## src/pkg/fixed_io_pkg.sv

```systemverilog
// Shared types and constants for the fixed I/O address decoder
package fixed_io_pkg;

  // ------------------------------------------------------------
  // Routing targets
  // ------------------------------------------------------------
  typedef enum logic [3:0] {
    TGT_NONE     = 4'h0,
    TGT_RSVD     = 4'h1,
    TGT_PIC_MAIN = 4'h2,
    TGT_PIC_SUB  = 4'h3,
    TGT_TIMER    = 4'h4,
    TGT_NMI      = 4'h5,
    TGT_RTC      = 4'h6,
    TGT_RTC_NMI  = 4'h7,
    TGT_RESET    = 4'h8,
    TGT_PWR      = 4'h9,
    TGT_LPC      = 4'ha,
    TGT_PCIE     = 4'hb
  } target_e;

  typedef enum logic [1:0] {
    ST_IDLE  = 2'h0,
    ST_ISSUE = 2'h1,
    ST_RESP  = 2'h3
  } state_e;

  typedef struct packed {
    logic wr;
    logic [15:0] addr;
    logic [7:0] wdata;
  } io_cmd_s;

  typedef struct packed {
    logic claim;
    logic rsvd;
    logic [7:0] rdata;
  } io_rsp_s;

  // ------------------------------------------------------------
  // Address patterns
  // ------------------------------------------------------------
  localparam logic [15:0] PIC_MASK = 16'hffe2;
  localparam logic [15:0] PIC_MAIN_MATCH = 16'h0020;
  localparam logic [15:0] PIC_SUB_MATCH = 16'h00a0;
  localparam logic [15:0] CFG_IDX_A = 16'h002e;
  localparam logic [15:0] CFG_IDX_B = 16'h004e;
  localparam logic [15:0] TIMER_MASK = 16'hffec;
  localparam logic [15:0] TIMER_MATCH = 16'h0040;
  localparam logic [15:0] BLK8_MASK = 16'hfff8;
  localparam logic [15:0] BLK16_MASK = 16'hfff0;
  localparam logic [15:0] KBC_MATCH = 16'h0060;
  localparam logic [15:0] RTC_MATCH = 16'h0070;
  localparam logic [15:0] POST_PORT = 16'h0080;
  localparam logic [15:0] POST_ALIAS_MATCH = 16'h0090;
  localparam logic [15:0] FAST_RESET = 16'h0092;
  localparam logic [15:0] PWR_BASE = 16'h00b2;
  localparam logic [15:0] GAME_MATCH = 16'h0200;
  localparam logic [15:0] EDGE_LEVEL_BASE = 16'h04d0;
  localparam logic [15:0] RESET_CTL = 16'h0cf9;

  localparam logic [7:0] FLOAT_DATA = 8'hff;

endpackage : fixed_io_pkg
```

## src/hdl/fixed_io_address_decoder.sv

```systemverilog
// Fixed legacy I/O port decoder steering host cycles to internal units or downstream
`timescale 1ns/1ps

module fixed_io_address_decoder (
  input wire logic ref_clk,
  input wire logic rst_b,
  input wire logic host_valid,
  output logic host_ready,
  input wire fixed_io_pkg::io_cmd_s host_cmd,
  output logic host_done,
  output fixed_io_pkg::io_rsp_s host_rsp,
  input wire logic post_to_pcie,
  output logic tgt_valid,
  output fixed_io_pkg::target_e tgt_sel,
  output fixed_io_pkg::io_cmd_s tgt_cmd,
  input wire logic tgt_ack,
  input wire logic [7:0] tgt_rdata
);

  // ------------------------------------------------------------
  // Address decode
  // ------------------------------------------------------------
  function automatic logic in_range(input logic [15:0] a, input logic [15:0] lo,
                                    input logic [15:0] hi);
    in_range = (a >= lo) && (a <= hi);
  endfunction : in_range

  // Low nibbles 4-6, 8 and C-E: the sparse pattern shared by the 80h and 90h blocks
  function automatic logic sparse_low(input logic [3:0] n);
    case (n[3:2])
      2'h1: sparse_low = (n[1:0] != 2'h3);
      2'h2: sparse_low = (n[1:0] == 2'h0);
      2'h3: sparse_low = (n[1:0] != 2'h3);
      default: sparse_low = 1'b0;
    endcase
  endfunction : sparse_low

  function automatic fixed_io_pkg::target_e decode(input logic [15:0] a, input logic wr,
                                                   input logic to_pcie);
    fixed_io_pkg::target_e post;
    logic sparse;
    // Destination select is taken with the command, so a late change cannot split a cycle
    post = to_pcie ? fixed_io_pkg::TGT_PCIE : fixed_io_pkg::TGT_LPC;
    sparse = sparse_low(a[3:0]);
    decode = fixed_io_pkg::TGT_NONE;
    if ((a & fixed_io_pkg::PIC_MASK) == fixed_io_pkg::PIC_MAIN_MATCH) begin
      decode = fixed_io_pkg::TGT_PIC_MAIN;
    end else if (a[15:1] == fixed_io_pkg::CFG_IDX_A[15:1] ||
                 a[15:1] == fixed_io_pkg::CFG_IDX_B[15:1]) begin
      decode = fixed_io_pkg::TGT_LPC;
    end else if ((a & fixed_io_pkg::TIMER_MASK) == fixed_io_pkg::TIMER_MATCH &&
                 a[1:0] != 2'h1) begin
      decode = fixed_io_pkg::TGT_TIMER;
    end else if ((a & fixed_io_pkg::BLK8_MASK) == fixed_io_pkg::KBC_MATCH) begin
      decode = a[0] ? fixed_io_pkg::TGT_NMI : fixed_io_pkg::TGT_LPC;
    end else if ((a & fixed_io_pkg::BLK8_MASK) == fixed_io_pkg::RTC_MATCH) begin
      if (a[2:0] == 3'h0 && wr) begin
        decode = fixed_io_pkg::TGT_RTC_NMI;
      end else begin
        decode = fixed_io_pkg::TGT_RTC;
      end
    end else if (a == fixed_io_pkg::POST_PORT) begin
      decode = post;
    end else if ((a & fixed_io_pkg::BLK16_MASK) == fixed_io_pkg::POST_PORT && sparse) begin
      decode = wr ? post : fixed_io_pkg::TGT_RSVD;
    end else if (a == fixed_io_pkg::FAST_RESET || a == fixed_io_pkg::RESET_CTL) begin
      decode = fixed_io_pkg::TGT_RESET;
    end else if ((a & fixed_io_pkg::BLK16_MASK) == fixed_io_pkg::POST_ALIAS_MATCH &&
                 (sparse || a[3:0] == 4'h0)) begin
      // Aliases always reach LPC/eSPI, whatever port 80h selects
      decode = fixed_io_pkg::TGT_LPC;
    end else if (a[15:1] == fixed_io_pkg::PWR_BASE[15:1]) begin
      decode = fixed_io_pkg::TGT_PWR;
    end else if ((a & fixed_io_pkg::PIC_MASK) == fixed_io_pkg::PIC_SUB_MATCH) begin
      decode = fixed_io_pkg::TGT_PIC_SUB;
    end else if ((a & fixed_io_pkg::BLK16_MASK) == fixed_io_pkg::GAME_MATCH) begin
      decode = fixed_io_pkg::TGT_LPC;
    end else if (in_range(a, fixed_io_pkg::EDGE_LEVEL_BASE,
                          fixed_io_pkg::EDGE_LEVEL_BASE + 16'h0001)) begin
      decode = fixed_io_pkg::TGT_PIC_MAIN;
    end
  endfunction : decode

  // ------------------------------------------------------------
  // State
  // ------------------------------------------------------------
  typedef struct packed {
    fixed_io_pkg::state_e st;
    fixed_io_pkg::target_e sel;
    fixed_io_pkg::io_cmd_s cmd;
    fixed_io_pkg::io_rsp_s rsp;
  } dec_state_s;

  dec_state_s cur;
  dec_state_s next_cur;
  fixed_io_pkg::target_e hit;

  // Decoded every cycle; only the result of the take cycle is kept
  assign hit = decode(host_cmd.addr, host_cmd.wr, post_to_pcie);

  always_comb begin
    next_cur = cur;
    case (cur.st)
      fixed_io_pkg::ST_IDLE: begin
        if (host_valid) begin
          next_cur.cmd = host_cmd;
          next_cur.sel = hit;
          next_cur.rsp.claim = (hit != fixed_io_pkg::TGT_NONE);
          next_cur.rsp.rsvd = (hit == fixed_io_pkg::TGT_RSVD);
          next_cur.rsp.rdata = fixed_io_pkg::FLOAT_DATA;
          // Reserved and unclaimed cycles never reach a target
          if (hit == fixed_io_pkg::TGT_NONE || hit == fixed_io_pkg::TGT_RSVD) begin
            next_cur.st = fixed_io_pkg::ST_RESP;
          end else begin
            next_cur.st = fixed_io_pkg::ST_ISSUE;
          end
        end
      end
      fixed_io_pkg::ST_ISSUE: begin
        // Read data is taken only with the acknowledge; the bus carries junk before it
        if (tgt_ack) begin
          if (!cur.cmd.wr) begin
            next_cur.rsp.rdata = tgt_rdata;
          end
          next_cur.st = fixed_io_pkg::ST_RESP;
        end
      end
      fixed_io_pkg::ST_RESP: begin
        next_cur.st = fixed_io_pkg::ST_IDLE;
      end
      default: begin
        next_cur.st = fixed_io_pkg::ST_IDLE;
      end
    endcase
  end

  always_ff @(posedge ref_clk or negedge rst_b) begin
    if (!rst_b) begin
      cur.st <= fixed_io_pkg::ST_IDLE;
      cur.sel <= fixed_io_pkg::TGT_NONE;
      cur.cmd <= '0;
      cur.rsp <= '0;
    end else begin
      cur <= next_cur;
    end
  end

  // ------------------------------------------------------------
  // Outputs
  // ------------------------------------------------------------
  // Handshake outputs decode the state register; data outputs come straight from flops
  assign host_ready = (cur.st == fixed_io_pkg::ST_IDLE);
  assign host_done = (cur.st == fixed_io_pkg::ST_RESP);
  assign host_rsp = cur.rsp;
  assign tgt_valid = (cur.st == fixed_io_pkg::ST_ISSUE);
  assign tgt_sel = cur.sel;
  assign tgt_cmd = cur.cmd;

  // ------------------------------------------------------------
  // Checks
  // ------------------------------------------------------------
  // Checks watch the handshake as the host sees it
  logic take;
  logic [15:0] ta;
  assign take = host_valid && host_ready;
  assign ta = host_cmd.addr;
endmodule : fixed_io_address_decoder

```

## config.mk

```make
export PLATFORM = sky130hd
export DESIGN_NAME = fixed_io_address_decoder
export DESIGN_NICKNAME = d
export VERILOG_FILES = /design/src/pkg/fixed_io_pkg.sv /design/src/hdl/fixed_io_address_decoder.sv
export SDC_FILE = /design/constraint.sdc
export NUM_CORES = 1
export LEC_CHECK = 0
export ABC_AREA = 1
export BUFFER_PORTS_ARGS = -buffer_cell sky130_fd_sc_hd__buf_2
export CAP_MARGIN = 20
export CORE_AREA = 5 5 98 100
export CTS_BUF_LIST = sky130_fd_sc_hd__clkbuf_4
export CTS_CLUSTER_SIZE = 16
export DETAILED_ROUTE_END_ITERATION = 12
export DIE_AREA = 0 0 103 105
export GPL_TIMING_DRIVEN = 0
export PLACE_DENSITY_LB_ADDON = 0.2
export REMOVE_ABC_BUFFERS = 1
export SYNTH_ARGS = -nofsm -noshare
export SYNTH_HDL_FRONTEND = slang
export SYNTH_SLANG_ARGS = --single-unit
```

## constraint.sdc

```tcl
create_clock -name ref_clk -period 1.5 [get_ports ref_clk]
set_input_delay 0.15 -clock ref_clk [delete_from_list [all_inputs] [get_ports ref_clk]]
set_output_delay 0.15 -clock ref_clk [all_outputs]
set_load 0.005 [all_outputs]
```

==> flow_metrics.py <==
metrics = {
    "global_route": {
        "grt_pass1_wl_um": 10700,
        "grt_pass1_vias": 2194,
        "grt_antenna_before_repair": 0,
        "grt_max_degree": 42,
        "grt_remaining_overflow": 0,
        "grt.total_usage": 0.124,
    },
    "floorplanning": {
        "initial_core_util": 0.289,
        "coreArea_um2": 8590,
        "pin_count": 80,
        "dieHeight_um": 105,
        "num_rows": 34,
        "die_area_um2": 10800,
        "die_w_um": 103,
    },
    "final_layout": {
        "area_growth_pct": 24.5,
        "nets": 437,
        "final_cell_mix": "nand2_1 (98), buf_2 (79), dfrtp_1 (39)",
        "antennaDiodeCount": 0,
        "layout-drive-gt1-share": 0.318,
        "final_common_cell": "nand2_1",
        "fill_cells": 957,
        "multi_input_area_um2": 1050,
        "final_cells": 508,
        "postLayoutCellArea_um2": 3100,
        "ff_latch_area_um2": 1030,
    },
    "worst_hold_path": {
        "hp-class": "input port to flop",
        "hp-start": "host_cmd[24]",
    },
    "yosys": {
        "ys_types": 28,
        "synthCells": 335,
        "yosys_register_bits": 41,
        "ys.warnings.count": 0,
        "synth_area_um2": 2490,
        "seq_area_frac_synth": 0.412,
        "synth_area_per_cell_um2": 7.43,
    },
    "setup_path": {
        "cp.required_ps": 1760,
        "path_cells": "nor2_4 > nand2_4 > buf_16 > o21ai_4 > clkbuf_16 > a21oi_1 > a41oi_1",
        "critical_path_buf_inv_count": 2,
        "path_class": "flop to flop",
        "crit_path_end_kind": "flop",
        "crit_start": "cur[39]",
        "slowest_stage": "dfrtp_2",
        "cp_top_family": "flip-flops",
        "arrival_ps": 1740,
        "r2r-start": "cur[39]",
        "critPathMaxStageDelay_ps": 460,
        "worst-path-max-fanout": 8,
        "start_kind": "flop",
    },
    "route": {
        "drc": 0,
        "viasPerCell": 4.56,
        "routed_wl_um": 6840,
        "ant_nets": 0,
        "drt_iter0_drc": 115,
        "wire_per_inst_um": 13.5,
        "drt_first_pass_iters": 4,
        "vias": 2315,
    },
    "clock_network": {
        "htree_levels": 2,
        "cts.sinks": 41,
        "clockBufferDepth": 2,
        "insertion_delay_ps": 340,
        "cts_root_buf": "clkbuf_4",
        "cts_buffers": 5,
        "cts_tree": "done",
        "clkTransAtPathRegs_ps": 130,
    },
    "power": {
        "peakVddDrop_mv": 0.470,
        "total_leakage_power_nw": 1.64,
        "powerDensity_nw_per_um2": 1560,
        "power.total_mw": 4.84,
    },
    "timing": {
        "maxSlewHeadroom": 0.650,
        "post-route-period-util": 0.982,
        "skew_ps": 4.78,
        "slew_viol_final": 0,
        "rsz0062_at_grt": "yes",
        "fin_tns_setup_ps": 0,
        "post-route-min-period_ps": 1470,
        "setup-violations-final": 0,
        "hold_violations": 0,
        "hold-worst-slack_ps": 58.1,
        "max_freq_mhz": 679,
        "worstMarginPinSlew_ps": 524,
    },
    "placement": {
        "portBuffers": 79,
        "place.gp.congestion": 0.853,
        "place_area_um2": 2710,
        "hpwl_um": 5010,
        "placed_cells": 475,
    },
    "job": {
        "maxCapViolCount": 0,
    },
    "outcome": {
        "status": "finished, final reports clean",
    },
}
-- logic make-up (layout without fill, tap and decap cells) --
| group | after synthesis | in the layout | synth area share |
|---|---|---|---|
| flops | 41 | 41 | 0.412 |
| simple gates | 170 | 170 | 0.299 |
| compound gates | 42 | 42 | 0.104 |
| buf+inv | 82 | 147 | 0.185 |
-- power breakdown --
part / total, mW / switching (mW) / internal, mW
logic: 2.41 / 1.25 / 1.16
registers: 1.88 / 0.272 / 1.61
clock network: 0.550 / 0.373 / 0.177
total: 4.84 / 1.90 / 2.95
-- area by class of cell --
| type | count | share of cell area |
|---|---|---|
| inverters | 34 | 0.0428 |
| repair buffers | 105 | 0.226 |
| well taps | 108 | 0.0436 |
| clock inverters | 3 | 0.00565 |
| flip-flops and latches | 41 | 0.332 |
| clock buffers | 5 | 0.0121 |
| multi-input cells | 212 | 0.338 |
-- Yosys cell counts --
library cell	instances	area (um^2)
nand2_1	99	372
dfrtp_1	41	1030
buf_4	39	293
inv_1	29	109
nor2_1	29	109
nand3_1	16	80.1
o21ai_0	16	80.1
a21oi_1	10	50.1
a41oi_1	8	70.1
nand4_1	8	50.1
clkbuf_1	5	18.8
nor2_2	5	31.3
nor3_1	5	25.0
buf_2	4	20.0
inv_2	3	11.3
a21o_1	2	15.0
clkinv_1	2	7.51
nand3_2	2	20.0
nor4_1	2	12.5
o21ai_1	2	10.0
a31oi_1	1	6.26
nand2_2	1	6.26
nor2_4	1	11.3
nor3_2	1	10.0
nor3_4	1	16.3
o21a_1	1	7.51
o21ai_2	1	8.76
o21bai_2	1	11.3
-- state kept, by name (all words and copies together), names as in the netlist --
signal	count
tgt_cmd	25
cur	2
host_rsp	10
tgt_sel	4
-- worst reg2reg max path, cell delays in order (launching register included) --
cell	delay [ps]
dfrtp_2	460
nor2_4	150
nand2_4	110
buf_16	150
o21ai_4	80
clkbuf_16	190
a21oi_1	60
a41oi_1	190
-- through the flow --
step	util	setup slack, ps
final	0.361	26.4
after global routing	0.361	-31.7
after global placement	0.313	-1630
after CTS	0.346	23.6
after detailed placement	0.316	-854
after floorplan	-	-672
-- per-layer routing --
layer  track usage  up-vias  wire length, um
met4        0.0296        0               47
li1              -     1171                -
met3        0.0253        4              457
met5             0        -                0
met1         0.176     1058             3230
met2         0.191       82             3100
-- repair_timing --
item | 4_1_cts | 5_1_grt
pin swaps | 3 | 4
gates resized for setup | 9 | 6
buffers inserted | 5 | 5
hold buffers | 12 | 0
hold endpoints to repair | 52 | 0
endpoints found under the setup margin | 42 | 9
gates cloned | 0 | 2
-- worst paths after layout --
check / to / slack (ps) / cells past startpoint
worst min-delay path: tgt_cmd[24] / 60 / 3
worst max-delay path: host_rsp[6] / 30 / 7
min in group asynchronous: host_rsp[2] / 130 / 2
worst min register to register: host_rsp[8] / 490 / 2
max in group asynchronous: cur[39] / 940 / 3
worst max register to register: host_rsp[6] / 30 / 7
Power figures use the tool's default switching activity.
